`src/hdl/capture_timer_pkg.sv`:
```
// Constants for the 8-bit capture and interval timer.
// Assumes an APB slave with 32-bit data; registers take one aligned word.
package capture_timer_pkg;
    // Printed offsets are not all multiples of four, so they are word indices
    localparam logic [15:0] IDX_MODE = 16'hffbc;
    localparam logic [15:0] IDX_FALL = 16'hffbd;
    localparam logic [15:0] IDX_RISE = 16'hffbe;
    localparam logic [15:0] IDX_STOP = 16'hfffa;
    localparam logic [17:0] ADDR_MODE = {IDX_MODE, 2'b00};
    localparam logic [17:0] ADDR_FALL = {IDX_FALL, 2'b00};
    localparam logic [17:0] ADDR_RISE = {IDX_RISE, 2'b00};
    localparam logic [17:0] ADDR_STOP = {IDX_STOP, 2'b00};
    // Control bits that sit outside the printed map
    localparam logic [17:0] ADDR_PORT = 18'h00100;
    localparam int PORT_PIN_FUNC_BIT = 0;
    localparam int PORT_NOISE_BIT = 1;
    localparam int PORT_IRQ_EN_BIT = 2;
    localparam int PORT_IRQ_FLAG_BIT = 3;
    // Mode register fields, standby bit of the stop register, reset values
    localparam int OVF_HIGH_BIT = 7;
    localparam int OVF_LOW_BIT = 6;
    localparam int OVF_IE_BIT = 5;
    localparam int EDGE_SEL_BIT = 4;
    localparam int CLR_HI_BIT = 3;
    localparam int CLR_LO_BIT = 2;
    localparam int CKS_HI_BIT = 1;
    localparam int CKS_LO_BIT = 0;
    localparam int STANDBY_BIT = 3;
    localparam logic [7:0] MODE_RESET = 8'h00;
    localparam logic [7:0] STOP_RESET = 8'hff;
    localparam logic [7:0] CAPTURE_RESET = 8'h00;
    // Clock select encodings
    localparam logic [1:0] CKS_DIV64 = 2'h0;
    localparam logic [1:0] CKS_DIV32 = 2'h1;
    localparam logic [1:0] CKS_DIV2 = 2'h2;
    localparam logic [1:0] CKS_WATCH4 = 2'h3;
    // Counter clear encodings
    localparam logic [1:0] CLR_NONE = 2'h0;
    localparam logic [1:0] CLR_FALL = 2'h1;
    localparam logic [1:0] CLR_RISE = 2'h2;
    localparam logic [1:0] CLR_BOTH = 2'h3;
    localparam int FILTER_STAGES = 5;
    localparam int PRESCALE_WIDTH = 6;
    localparam int WATCH_DIV_WIDTH = 2;
endpackage

```
`src/hdl/capture_interval_timer8.sv`:
```
// Contract
// 8-bit counter ticks on selected clock
// counter hidden from bus, resets zero
// pin function picks capture or interval
// overflow sets request when enabled
// falling edge copies count to register
// rising edge copies count to register
// edge select picks interrupting capture edge
// source holds pulses at least two clocks
// high overflow flag set on wrap
// low overflow flag set, interval too
// flags clear by read-one write-zero
// overflow enable gates overflow request
// clear field selects clearing edges
// clock select picks four count clocks
// standby bit halts block, resets one
// five-latch filter updates on agreement
// filter samples system or count clock
// filter primed after five low samples
// short high pulses suppressed when filtered
// mode changes may cause spurious edge
// tick on falling edge of divided clock
// edge strobes from filtered level compare
//
// 8-bit capture and interval timer with APB register access.
// Assumes watchTick is a one-cycle pulse at the watch clock rate, synchronous to clock.
//
// Register access over APB is this design's own decision.
`timescale 1ns/1ps
`default_nettype none
module capture_interval_timer8
    import capture_timer_pkg::*;
(
    input wire logic clock,
    input wire logic nrst,
    input wire logic psel,
    input wire logic penable,
    input wire logic pwrite,
    input wire logic [31:0] paddr,
    input wire logic [31:0] pwdata,
    input wire logic [3:0] pstrb,
    output logic [31:0] prdata,
    output logic pready,
    output logic pslverr,
    input wire logic watchTick,
    input wire logic captureIn,
    output logic timerIrq
);
    logic [7:0] captureUpCounter;
    logic [7:0] fallingCaptureValue;
    logic [7:0] risingCaptureValue;
    logic [7:0] moduleClockStopOne;
    logic overflowAtHighFlag;
    logic overflowAtLowFlag;
    logic overflowIrqEnable;
    logic irqEdgeSelect;
    logic [1:0] clearSel;
    logic [1:0] clockSelect;
    logic capturePinFunction;
    logic noiseFilterEnable;
    logic timerIrqEnable;
    logic timerIrqRequestFlag;
    logic highFlagSeen;
    logic lowFlagSeen;
    logic [PRESCALE_WIDTH-1:0] prescale;
    logic [WATCH_DIV_WIDTH-1:0] watchDiv;
    logic selClock;
    logic selClockDly;
    logic countTick;
    logic sampleEn;
    logic pinLevel;
    logic filtLevel;
    logic filtPrimed;
    logic capLevel;
    logic capLevelDly;
    logic riseStrobe;
    logic fallStrobe;
    logic wrap;
    logic clearHit;
    logic active;
    logic access;
    logic wrMode;
    logic wrPort;
    logic rdMode;
    logic mapped;
    logic [17:0] addr;

    function automatic logic divBit(input logic [1:0] sel,
                                    input logic [PRESCALE_WIDTH-1:0] pre,
                                    input logic [WATCH_DIV_WIDTH-1:0] wd);
        unique case (sel)
            CKS_DIV64: divBit = pre[5];
            CKS_DIV32: divBit = pre[4];
            CKS_DIV2: divBit = pre[0];
            CKS_WATCH4: divBit = wd[1];
        endcase
    endfunction

    assign addr = paddr[17:0];
    assign access = psel && penable;
    assign mapped = addr == ADDR_MODE || addr == ADDR_FALL || addr == ADDR_RISE
        || addr == ADDR_STOP || addr == ADDR_PORT;
    assign wrMode = access && pwrite && pstrb[0] && addr == ADDR_MODE;
    assign wrPort = access && pwrite && pstrb[0] && addr == ADDR_PORT;
    assign rdMode = access && !pwrite && addr == ADDR_MODE;
    assign pready = 1'b1;
    assign pslverr = psel && penable && !mapped;
    // standby stops the block
    assign active = moduleClockStopOne[STANDBY_BIT];

    // dividers, running while not in standby
    always_ff @(posedge clock or negedge nrst) begin
        if (!nrst) begin
            prescale <= '0;
            watchDiv <= '0;
        end else if (active) begin
            prescale <= prescale + PRESCALE_WIDTH'(1);
            if (watchTick) begin
                watchDiv <= watchDiv + WATCH_DIV_WIDTH'(1);
            end
        end
    end

    // falling edge of selected clock
    always_ff @(posedge clock or negedge nrst) begin
        if (!nrst) begin
            selClockDly <= 1'b0;
        end else begin
            selClockDly <= selClock;
        end
    end
    assign selClock = divBit(clockSelect, prescale, watchDiv);
    assign countTick = active && selClockDly && !selClock;

    // filter sampling source
    assign sampleEn = active && (noiseFilterEnable ? (!selClockDly && selClock) : 1'b1);
    // pin reads low when not a capture input
    assign pinLevel = capturePinFunction && captureIn;

    noise_filter filter (
        .clock(clock),
        .nrst(nrst),
        .sampleEn(sampleEn),
        .din(pinLevel),
        .dout(filtLevel),
        .primed(filtPrimed)
    );

    // switching filter use is not masked
    assign capLevel = noiseFilterEnable ? filtLevel : pinLevel;

    // edge strobes from level compare
    always_ff @(posedge clock or negedge nrst) begin
        if (!nrst) begin
            capLevelDly <= 1'b0;
        end else if (active) begin
            capLevelDly <= capLevel;
        end
    end
    assign riseStrobe = active && capLevel && !capLevelDly;
    assign fallStrobe = active && !capLevel && capLevelDly;

    // clearing edges, capture mode only
    always_comb begin
        unique case (clearSel)
            CLR_NONE: clearHit = 1'b0;
            CLR_FALL: clearHit = fallStrobe;
            CLR_RISE: clearHit = riseStrobe;
            CLR_BOTH: clearHit = fallStrobe || riseStrobe;
        endcase
        clearHit = clearHit && capturePinFunction;
    end
    assign wrap = countTick && !clearHit && captureUpCounter == 8'hff;

    // counter advances on tick
    // zero at reset
    always_ff @(posedge clock or negedge nrst) begin
        if (!nrst) begin
            captureUpCounter <= 8'h00;
        end else if (clearHit) begin
            captureUpCounter <= 8'h00;
        end else if (countTick) begin
            captureUpCounter <= captureUpCounter + 8'h01;
        end
    end

    // falling capture
    // rising capture
    always_ff @(posedge clock or negedge nrst) begin
        if (!nrst) begin
            fallingCaptureValue <= CAPTURE_RESET;
            risingCaptureValue <= CAPTURE_RESET;
        end else begin
            if (fallStrobe) begin
                fallingCaptureValue <= captureUpCounter;
            end
            if (riseStrobe) begin
                risingCaptureValue <= captureUpCounter;
            end
        end
    end

    // read-as-one arms the clear
    always_ff @(posedge clock or negedge nrst) begin
        if (!nrst) begin
            highFlagSeen <= 1'b0;
            lowFlagSeen <= 1'b0;
        end else if (rdMode) begin
            // Arm only on the value the reader was actually handed
            highFlagSeen <= prdata[OVF_HIGH_BIT];
            lowFlagSeen <= prdata[OVF_LOW_BIT];
        end else if (wrMode) begin
            highFlagSeen <= 1'b0;
            lowFlagSeen <= 1'b0;
        end
    end

    // high flag, set wins over clear
    // low flag, interval always low
    // one writes ignored
    always_ff @(posedge clock or negedge nrst) begin
        if (!nrst) begin
            overflowAtHighFlag <= 1'b0;
            overflowAtLowFlag <= 1'b0;
        end else begin
            if (wrap && capLevel && capturePinFunction) begin
                overflowAtHighFlag <= 1'b1;
            end else if (wrMode && highFlagSeen && !pwdata[OVF_HIGH_BIT]) begin
                overflowAtHighFlag <= 1'b0;
            end
            if (wrap && !(capLevel && capturePinFunction)) begin
                overflowAtLowFlag <= 1'b1;
            end else if (wrMode && lowFlagSeen && !pwdata[OVF_LOW_BIT]) begin
                overflowAtLowFlag <= 1'b0;
            end
        end
    end

    // Control fields of the mode register and the loose port bits
    always_ff @(posedge clock or negedge nrst) begin
        if (!nrst) begin
            overflowIrqEnable <= MODE_RESET[OVF_IE_BIT];
            irqEdgeSelect <= MODE_RESET[EDGE_SEL_BIT];
            clearSel <= MODE_RESET[CLR_HI_BIT:CLR_LO_BIT];
            clockSelect <= MODE_RESET[CKS_HI_BIT:CKS_LO_BIT];
        end else if (wrMode && active) begin
            overflowIrqEnable <= pwdata[OVF_IE_BIT];
            irqEdgeSelect <= pwdata[EDGE_SEL_BIT];
            clearSel <= pwdata[CLR_HI_BIT:CLR_LO_BIT];
            clockSelect <= pwdata[CKS_HI_BIT:CKS_LO_BIT];
        end
    end

    always_ff @(posedge clock or negedge nrst) begin
        if (!nrst) begin
            capturePinFunction <= 1'b0;
            noiseFilterEnable <= 1'b0;
            timerIrqEnable <= 1'b0;
        end else if (wrPort) begin
            capturePinFunction <= pwdata[PORT_PIN_FUNC_BIT];
            noiseFilterEnable <= pwdata[PORT_NOISE_BIT];
            timerIrqEnable <= pwdata[PORT_IRQ_EN_BIT];
        end
    end

    always_ff @(posedge clock or negedge nrst) begin
        if (!nrst) begin
            moduleClockStopOne <= STOP_RESET;
        end else if (access && pwrite && pstrb[0] && addr == ADDR_STOP) begin
            moduleClockStopOne <= pwdata[7:0];
        end
    end

    // overflow raises request
    // selected capture edge raises request
    // overflow enable gating
    always_ff @(posedge clock or negedge nrst) begin
        if (!nrst) begin
            timerIrqRequestFlag <= 1'b0;
        end else if ((wrap && overflowIrqEnable)
                || (capturePinFunction && (irqEdgeSelect ? fallStrobe : riseStrobe))) begin
            timerIrqRequestFlag <= 1'b1;
        end else if (wrPort && !pwdata[PORT_IRQ_FLAG_BIT]) begin
            timerIrqRequestFlag <= 1'b0;
        end
    end
    assign timerIrq = timerIrqRequestFlag && timerIrqEnable;

    // Read data registered at the end of the setup phase
    always_ff @(posedge clock or negedge nrst) begin
        if (!nrst) begin
            prdata <= 32'h0;
        end else if (psel && !penable && !pwrite) begin
            unique case (addr)
                ADDR_MODE: prdata <= {24'h0, overflowAtHighFlag, overflowAtLowFlag,
                    overflowIrqEnable, irqEdgeSelect, clearSel, clockSelect};
                ADDR_FALL: prdata <= {24'h0, fallingCaptureValue};
                ADDR_RISE: prdata <= {24'h0, risingCaptureValue};
                ADDR_STOP: prdata <= {24'h0, moduleClockStopOne};
                ADDR_PORT: prdata <= {28'h0, timerIrqRequestFlag, timerIrqEnable,
                    noiseFilterEnable, capturePinFunction};
                default: prdata <= 32'h0;
            endcase
        end
    end

    a_wrap_flags: assert property (@(posedge clock) disable iff (!nrst)
        wrap |=> overflowAtHighFlag || overflowAtLowFlag)
        else $error("wrap did not set an overflow flag");
    a_interval_low: assert property (@(posedge clock) disable iff (!nrst)
        wrap && !capturePinFunction |=> overflowAtLowFlag && $stable(overflowAtHighFlag))
        else $error("interval wrap set wrong flag");
    a_capture_fall: assert property (@(posedge clock) disable iff (!nrst)
        fallStrobe |=> fallingCaptureValue == $past(captureUpCounter))
        else $error("falling capture missed count");
    a_capture_rise: assert property (@(posedge clock) disable iff (!nrst)
        riseStrobe |=> risingCaptureValue == $past(captureUpCounter))
        else $error("rising capture missed count");
    a_clear_count: assert property (@(posedge clock) disable iff (!nrst)
        clearHit |=> captureUpCounter == 8'h00)
        else $error("clear edge did not clear counter");
    a_count_step: assert property (@(posedge clock) disable iff (!nrst)
        countTick && !clearHit |=> captureUpCounter == $past(captureUpCounter) + 8'h01)
        else $error("counter did not step");
    a_standby_hold: assert property (@(posedge clock) disable iff (!nrst)
        !active |=> $stable(captureUpCounter))
        else $error("counter moved in standby");
    a_ovf_irq: assert property (@(posedge clock) disable iff (!nrst)
        wrap && overflowIrqEnable |=> timerIrqRequestFlag)
        else $error("overflow did not raise request");
    a_one_write: assert property (@(posedge clock) disable iff (!nrst)
        wrMode && pwdata[OVF_HIGH_BIT] && overflowAtHighFlag |=> overflowAtHighFlag)
        else $error("writing one cleared flag");
    a_filter_primed: assert property (@(posedge clock) disable iff (!nrst)
        !filtPrimed |-> !filtLevel)
        else $error("filter output high before priming");
    a_edge_irq: assert property (@(posedge clock) disable iff (!nrst)
        capturePinFunction && (irqEdgeSelect ? fallStrobe : riseStrobe) |=> timerIrqRequestFlag)
        else $error("selected capture edge did not raise request");
    a_interval_clear: assert property (@(posedge clock) disable iff (!nrst)
        !capturePinFunction |-> !clearHit)
        else $error("counter cleared by edge in interval mode");
    a_tick_edge: assert property (@(posedge clock) disable iff (!nrst)
        countTick |-> $past(selClock) && !selClock)
        else $error("count tick without falling divided clock");
    a_standby_ctl: assert property (@(posedge clock) disable iff (!nrst)
        wrMode && !active |=> $stable(clockSelect) && $stable(clearSel))
        else $error("mode field written in standby");
endmodule
`default_nettype wire

```
`src/hdl/noise_filter.sv`:
```
// Five-stage sampling filter on the capture input.
// Assumes the input is synchronous to clock; sampleEn is a one-cycle enable.
`timescale 1ns/1ps
`default_nettype none
module noise_filter
    import capture_timer_pkg::*;
(
    input wire logic clock,
    input wire logic nrst,
    input wire logic sampleEn,
    input wire logic din,
    output logic dout,
    output logic primed
);
    logic [FILTER_STAGES-1:0] taps;

    // shift and match
    always_ff @(posedge clock or negedge nrst) begin
        if (!nrst) begin
            taps <= '1;
        end else if (sampleEn) begin
            taps <= {taps[FILTER_STAGES-2:0], din};
        end
    end

    // output primed by five lows
    always_ff @(posedge clock or negedge nrst) begin
        if (!nrst) begin
            dout <= 1'b0;
            primed <= 1'b0;
        end else if (taps == '0) begin
            dout <= 1'b0;
            primed <= 1'b1;
        end else if (taps == '1 && primed) begin
            dout <= 1'b1;
        end
    end

    // short high pulse kept out
    a_short_pulse: assert property (@(posedge clock) disable iff (!nrst)
        $rose(dout) |-> $past(taps[0]) && $past(taps[FILTER_STAGES-1]))
        else $error("filter output rose without full agreement");
endmodule
`default_nettype wire

```
`config.mk`:
```
export PLATFORM = sky130hd
export DESIGN_NAME = capture_interval_timer8
export DESIGN_NICKNAME = d
export VERILOG_FILES = /design/src/hdl/capture_timer_pkg.sv /design/src/hdl/capture_interval_timer8.sv /design/src/hdl/noise_filter.sv
export SDC_FILE = /design/constraint.sdc
export NUM_CORES = 1
export LEC_CHECK = 0
export ABC_AREA = 1
export BUFFER_PORTS_ARGS = -buffer_cell sky130_fd_sc_hd__buf_4
export CELL_PAD_IN_SITES_DETAIL_PLACEMENT = 1
export CELL_PAD_IN_SITES_GLOBAL_PLACEMENT = 1
export CORE_MARGIN = 8
export CORE_UTILIZATION = 41
export CTS_CLUSTER_SIZE = 12
export DETAILED_ROUTE_END_ITERATION = 12
export PLACE_DENSITY_LB_ADDON = 0.1
export SYNTH_ARGS = -nofsm -noshare
export SYNTH_HDL_FRONTEND = slang
export SYNTH_SLANG_ARGS = --single-unit
```
`constraint.sdc`:
```
create_clock -name clock -period 2.3 [get_ports clock]
set_clock_uncertainty 0.1 [all_clocks]
set_input_delay 0.23 -clock clock [delete_from_list [all_inputs] [get_ports clock]]
set_output_delay 0.23 -clock clock [all_outputs]
set_load 0.02 [all_outputs]
```
Word-level counts from Yosys, hierarchy flattened --
Cells that the tools add are included.
Cells by class: equal/unequal tests 13, muxes and demuxes 19, reduce and logical (&&, ||, !) cells 65, $add $sub $neg 3
Operators with widths (number):
- $eq A18 B18 Y1 const B | 4
- $pmux W8 S5 | 1
- $logic_and A1 B1 Y1 | 37
- $eq A18 B9 Y1 const B | 1
- $mux W8 | 2
- $mux W1 | 14
- $logic_not A1 Y1 | 12
- $reduce_bool A2 Y1 | 6
- $add A8 B1 Y8 const B | 1
- $eq A2 B2 Y1 const B | 4
- $eq A8 B8 Y1 const B | 1
- $pmux W1 S4 | 2
- $add A6 B1 Y6 const B | 1
- $logic_or A1 B1 Y1 | 6
- $eq A5 B5 Y1 const B | 1
- $logic_not A5 Y1 | 1
- $eq A2 B1 Y1 const B | 2
- $logic_not A2 Y1 | 2
- $add A2 B1 Y2 const B | 1
- $reduce_and A2 Y1 | 1
Storage, ports and cells: logic and storage cells 124, bits of input ports 75, flip-flop bits (word level) 95, output and inout port bits 35

Logic depth before layout (Yosys ltp) --
word-level depth 14, depth in mapped cells 11, gate-level depth less buffers 10

Cells and area by module --
Synthesis repeated with hierarchy kept, for this count alone.
Second synthesis, totals: cell total of the unflattened synthesis 504, area, all modules 4003.8 µm²
Modules (own cells, without submodules):
- capture_interval_timer8 | area each 3716.1 µm², times used 1, cells each 472, sequential area each 1611.5 µm²
- noise_filter | area each 287.8 µm², times used 1, cells each 32, sequential area each 181.4 µm²

Worst setup path before layout --
OpenSTA, ideal clock, no wires.
kind reg2reg, start register moduleClockStopOne[3], end register timerIrqRequestFlag, required time 2.079 ns, cell stages (with the launch flop) 9, setup slack 0.760 ns, library setup time 0.121 ns, data arrival time 1.319 ns, clock period less this slack 1.540 ns, path buffers 1, path through dfstp_2 -> inv_2 -> nor2_2 -> nand3_4 -> o22ai_2 -> nand2_2 -> buf_6 -> nand3_1 -> nand2_1
Between the ends: longest elaborated chain between the ends 11, elaborated cells on any way between the ends 18, classes of those cells 3 x mux; 15 x reduce/logical
Ends and longest elaborated chain:
- start, declared | line capture_interval_timer8.sv:52 | logic [7:0] moduleClockStopOne;
- start signal, assigned | line capture_interval_timer8.sv:270 | moduleClockStopOne <= pwdata[7:0];
- $logic_and A1 B1 Y1 (on tied branches) (2 in a row) | line capture_interval_timer8.sv:161, capture_interval_timer8.sv:160
- $logic_or A1 B1 Y1 | line capture_interval_timer8.sv:169 | CLR_BOTH: clearHit = fallStrobe || riseStrobe;
- $pmux W1 S4 | line capture_interval_timer8.sv:165 | unique case (clearSel)
- $logic_and A1 B1 Y1 | line capture_interval_timer8.sv:171 | clearHit = clearHit && capturePinFunction;
- $logic_not A1 Y1 | line capture_interval_timer8.sv:173 | assign wrap = countTick && !clearHit && captureUpCounter == 8'hff;
- $logic_and A1 B1 Y1 (2 in a row) | line capture_interval_timer8.sv:173
- $logic_and A1 B1 Y1 | line capture_interval_timer8.sv:280 | end else if ((wrap && overflowIrqEnable)
- $logic_or A1 B1 Y1 * | line capture_interval_timer8.sv:281 | || (capturePinFunction && (irqEdgeSelect ? fallStrobe : riseStrobe))) begin
- $mux W1 / $reduce_bool A2 Y1 (equally long branches)
- end signal, assigned | line capture_interval_timer8.sv:279 | timerIrqRequestFlag <= 1'b0;
- end signal, assigned | line capture_interval_timer8.sv:282 | timerIrqRequestFlag <= 1'b1;
- end signal, assigned | line capture_interval_timer8.sv:284 | timerIrqRequestFlag <= 1'b0;
- end, declared | line capture_interval_timer8.sv:62 | logic timerIrqRequestFlag;
Every way passes the cells marked *; elsewhere a longest branch is shown, timed or not. A chain may end at the register's enable or synchronous reset.

Worst setup path after layout --
start input port paddr[10], end output port pslverr
Between the ends: longest elaborated chain between the ends 7, elaborated cells on any way between the ends 11, classes of those cells 5 x eq/ne; 6 x reduce/logical
Ends and longest elaborated chain:
- start, declared | line capture_interval_timer8.sv:39 | input wire logic [31:0] paddr,
- $eq A18 B18 Y1 | line capture_interval_timer8.sv:101 | assign mapped = addr == ADDR_MODE || addr == ADDR_FALL || addr == ADDR_RISE
- $logic_or A1 B1 Y1 (2 in a row) | line capture_interval_timer8.sv:101
- $logic_or A1 B1 Y1 | line capture_interval_timer8.sv:102 | || addr == ADDR_STOP || addr == ADDR_PORT;
- $logic_or A1 B1 Y1 * | line capture_interval_timer8.sv:102
- $logic_not A1 Y1 * | line capture_interval_timer8.sv:107 | assign pslverr = psel && penable && !mapped;
- $logic_and A1 B1 Y1 * | line capture_interval_timer8.sv:107
- end, declared | line capture_interval_timer8.sv:44 | output logic pslverr,
Marked as above.

==> out/metrics.csv <==
stage,metric,value,unit
critical_path,worst-path-buf-inv,2,
routing,drc,0,
clock_tree,cts_buffers,9,
sta,finalSetupTns,0,ns
cells_and_area,nets,634,
sta,slew-limit-headroom,39.5,%
clock_tree,clk_latency,0.35,ns
floorplan,die_h,114,um
placement,dpl.hpwl,7830,um
grt,track_usage,16.6,%
power,finalPower,2.45,mW
cells_and_area,area_delta_synth_final,14.7,%
grt,antenna_found_initial,0,
routing,avgRoutedWirePerCell,14.9,um
clock_tree,htree_levels,3,
synthesis,synthCells,505,
critical_path,cp_common_cell,nor2_1,
floorplan,start_util,42.4,%
clock_tree,cts_root_buf,clkbuf_8,
grt,grt_max_degree,72,
sta,period_needed,1.77,ns
clock_tree,ctsResizeCount,0,
critical_path,criticalPathCategory,in2out,
synthesis,synthDistinctLibCells,33,
critical_path,end_kind,output port,
critical_path,r2r-end,overflowAtLowFlag,
power,power.density,543,nW/um2
routing,finalWirelength,10300,um
critical_path,cp-start-kind,primary input,
critical_path,path_max_fanout,7,
placement,gp_congestion,0.761,
critical_path,cp_num_cells,8,
run,drv_cap,0,
synthesis,ys_seq_elements,71,
grt,grt-ovfl-total,0,
floorplan,core-area,9280,um2
power,ir_worst_vdd,329,uV
floorplan,boundaryPins,110,
sta,maxSlewViolCount,0,
synthesis,postSynthAreaPerCell,7.79,um2
synthesis,ys_warn_count,0,
critical_path,critPathCapture,pslverr,
floorplan,die_area,13000,um2
worst_hold_path,hold_path.class,in2reg,
clock_tree,cts_tree,done,
power,leakagePower,2.34,nW
placement,port_buffers,43,
floorplan,rows,35,
synthesis,seq_area_frac_synth,45.6,%
routing,final_antenna_net_count,0,
critical_path,cp.arrival,1.44,ns
sta,max_freq,566,MHz
floorplan,die_x,114,um
sta,setup_viol,0,
sta,finalCritPeriodShare,76.9,%
sta,tightest_slew,0.908,ns
sta,timing.final.ws_setup,0.532,ns
sta,holdWs,0.0170,ns
critical_path,crit_start,paddr[10],
clock_tree,cts_buffer_depth,2,
grt,grt_pass1_vias,3589,
sta,rsz0062_at_grt,false,
clock_tree,cts_num_sinks,71,
critical_path,worstPathRequired,1.97,ns
critical_path,cp_slowest_cell,nor2_1,
cells_and_area,drive_above_1_share,18.3,%
clock_tree,clkTransAtPathRegs,0.08,ns
critical_path,rrSetupSlack,0.55,ns
placement,pre_cts_slack,0.521,ns
critical_path,reg2regPathDepth,7,
run_status,status,"complete, no violations",
clock_tree,post_cts.repair.setup_buffers,0,
routing,num_vias,3338,
sta,finalHoldViolCount,0,
critical_path,crit_chain,"buf_4, nor2_1, nand2_1, nor2_1, nand3_1, nand3_1, nor2_1, buf_4",
cells_and_area,antenna_cells,0,
synthesis,syn-cell-area,3930,um2
routing,via_per_inst,4.83,
critical_path,slowest_delay,0.40,ns
routing,drtPass1Iterations,4,
grt,grt_pass1_wl,17200,um
critical_path,reg2reg_from,moduleClockStopOne[3],
routing,initialDrtViolationCount,116,
critical_path,critical_path.top_delay_family,simple AND/OR/NAND/NOR gates,
==> report_power, final <==
part | internal [mW] | switching (mW)
clock network | 0.504 | 0.463
registers | 1.26 | 0.00692
logic | 0.0810 | 0.136
==> worst min path at each step <==
stage	startpoint	end	slack [ns]	depth (start not counted)
floorplan	nrst	capLevelDly	-0.17	0
detailed placement	nrst	selClockDly	0.32	1
finish	pwdata[6]	moduleClockStopOne[6]	0.02	3
global route	pwdata[6]	moduleClockStopOne[6]	0.02	3
global placement	nrst	prescale[5]	0.31	1
CTS	pwdata[6]	moduleClockStopOne[6]	0.008	3
==> Yosys cell counts (all sizes together) <==
cell | number | area share [%]
or2 | 4 | 0.64
ha | 2 | 0.64
dfstp | 13 | 8.7
buf | 34 | 6.4
a21oi | 3 | 0.38
nand3b | 2 | 0.38
inv | 64 | 6.1
nand2 | 140 | 14
o21ai | 40 | 5.7
dfrtp | 58 | 37
conb | 2 | 0.19
xnor2 | 2 | 0.45
nand4 | 21 | 3.3
nor3 | 5 | 0.64
xor2 | 8 | 1.8
o21bai | 1 | 0.19
nand3 | 53 | 7.3
nor2 | 43 | 4.5
a21boi | 4 | 1.1
a22oi | 1 | 0.19
o22ai | 1 | 0.32
clkbuf | 2 | 0.19
and3 | 2 | 0.32
==> kinds of logic after synthesis <==
logic type	count (synthesis)	share of synthesized area, %
buffers and inverters	100	12.7
other	2	0.191
AO/OA/AOI/OAI	50	7.89
flip-flops	71	45.6
adder cells (fa/ha/maj)	2	0.636
AND/OR/NAND/NOR	270	30.7
XOR/XNOR	10	2.23
==> per-layer routing <==
metal | vias up | GRT usage [%] | routed length (um)
li1 | 1663 | - | -
met1 | 1600 | 19.3 | 4650
met2 | 61 | 29.2 | 5070
met3 | 14 | 3.28 | 399
met4 | 0 | 6.83 | 186
met5 | - | 0 | 0
==> registers in the layout, summed over array words and instances, names as in the netlist, 5 cells and up <==
| name | flops |
|---|---|
| risingCaptureValue | 8 |
| prescale | 6 |
| prdata | 8 |
| filter.taps | 5 |
| fallingCaptureValue | 8 |
| moduleClockStopOne | 8 |
| captureUpCounter | 8 |
==> per-stage QoR <==
step           std cells  area [um2]  util (%)
2_1_floorplan        528        4020         -
3_3_place_gp         674        4320      46.5
3_5_place_dp         674        4320      46.5
4_1_cts              691        4510      48.6
5_1_grt              691        4510      48.6
6_report             691        4510      48.6
==> tightest hold or removal path, delay by kind of cell <==
family	cells	cell delay, ns
buf+inv	2	0.17
compound gates	1	0.07
==> cells in the final DEF, fill, tap and decap left out, types with 2 or more instances in the layout <==
cell type	count
nand3_2	2
o21ai_0	26
clkbuf_1	4
clkbuf_8	9
nand4_1	21
and3_1	2
ha_1	2
a21boi_2	4
nor2_4	2
dfrtp_1	58
dfstp_2	13
nand3b_1	2
nand2_2	3
nor3_1	5
xnor2_1	2
buf_4	53
nor2_1	40
nand2_1	137
o21ai_2	6
or2_2	4
nand3_1	50
xor2_1	8
a21oi_1	3
inv_1	63
conb_1	25
o21ai_1	8
==> repair_timing <==
action / CTS / global route
hold buffers: 1 / 0
hold endpoints to repair: 58 / 0
setup endpoints to repair: 0 / 0
==> layout make-up <==
class	count	area [um2]
inverters	64	240
fillers	1207	4770
multi-input cells	357	1730
clock buffers	13	139
clock inverters	3	43.8
well taps	129	161
repair buffers	54	408
flip-flops and latches	71	1790
No activity file was read; power rests on OpenSTA's default activity.
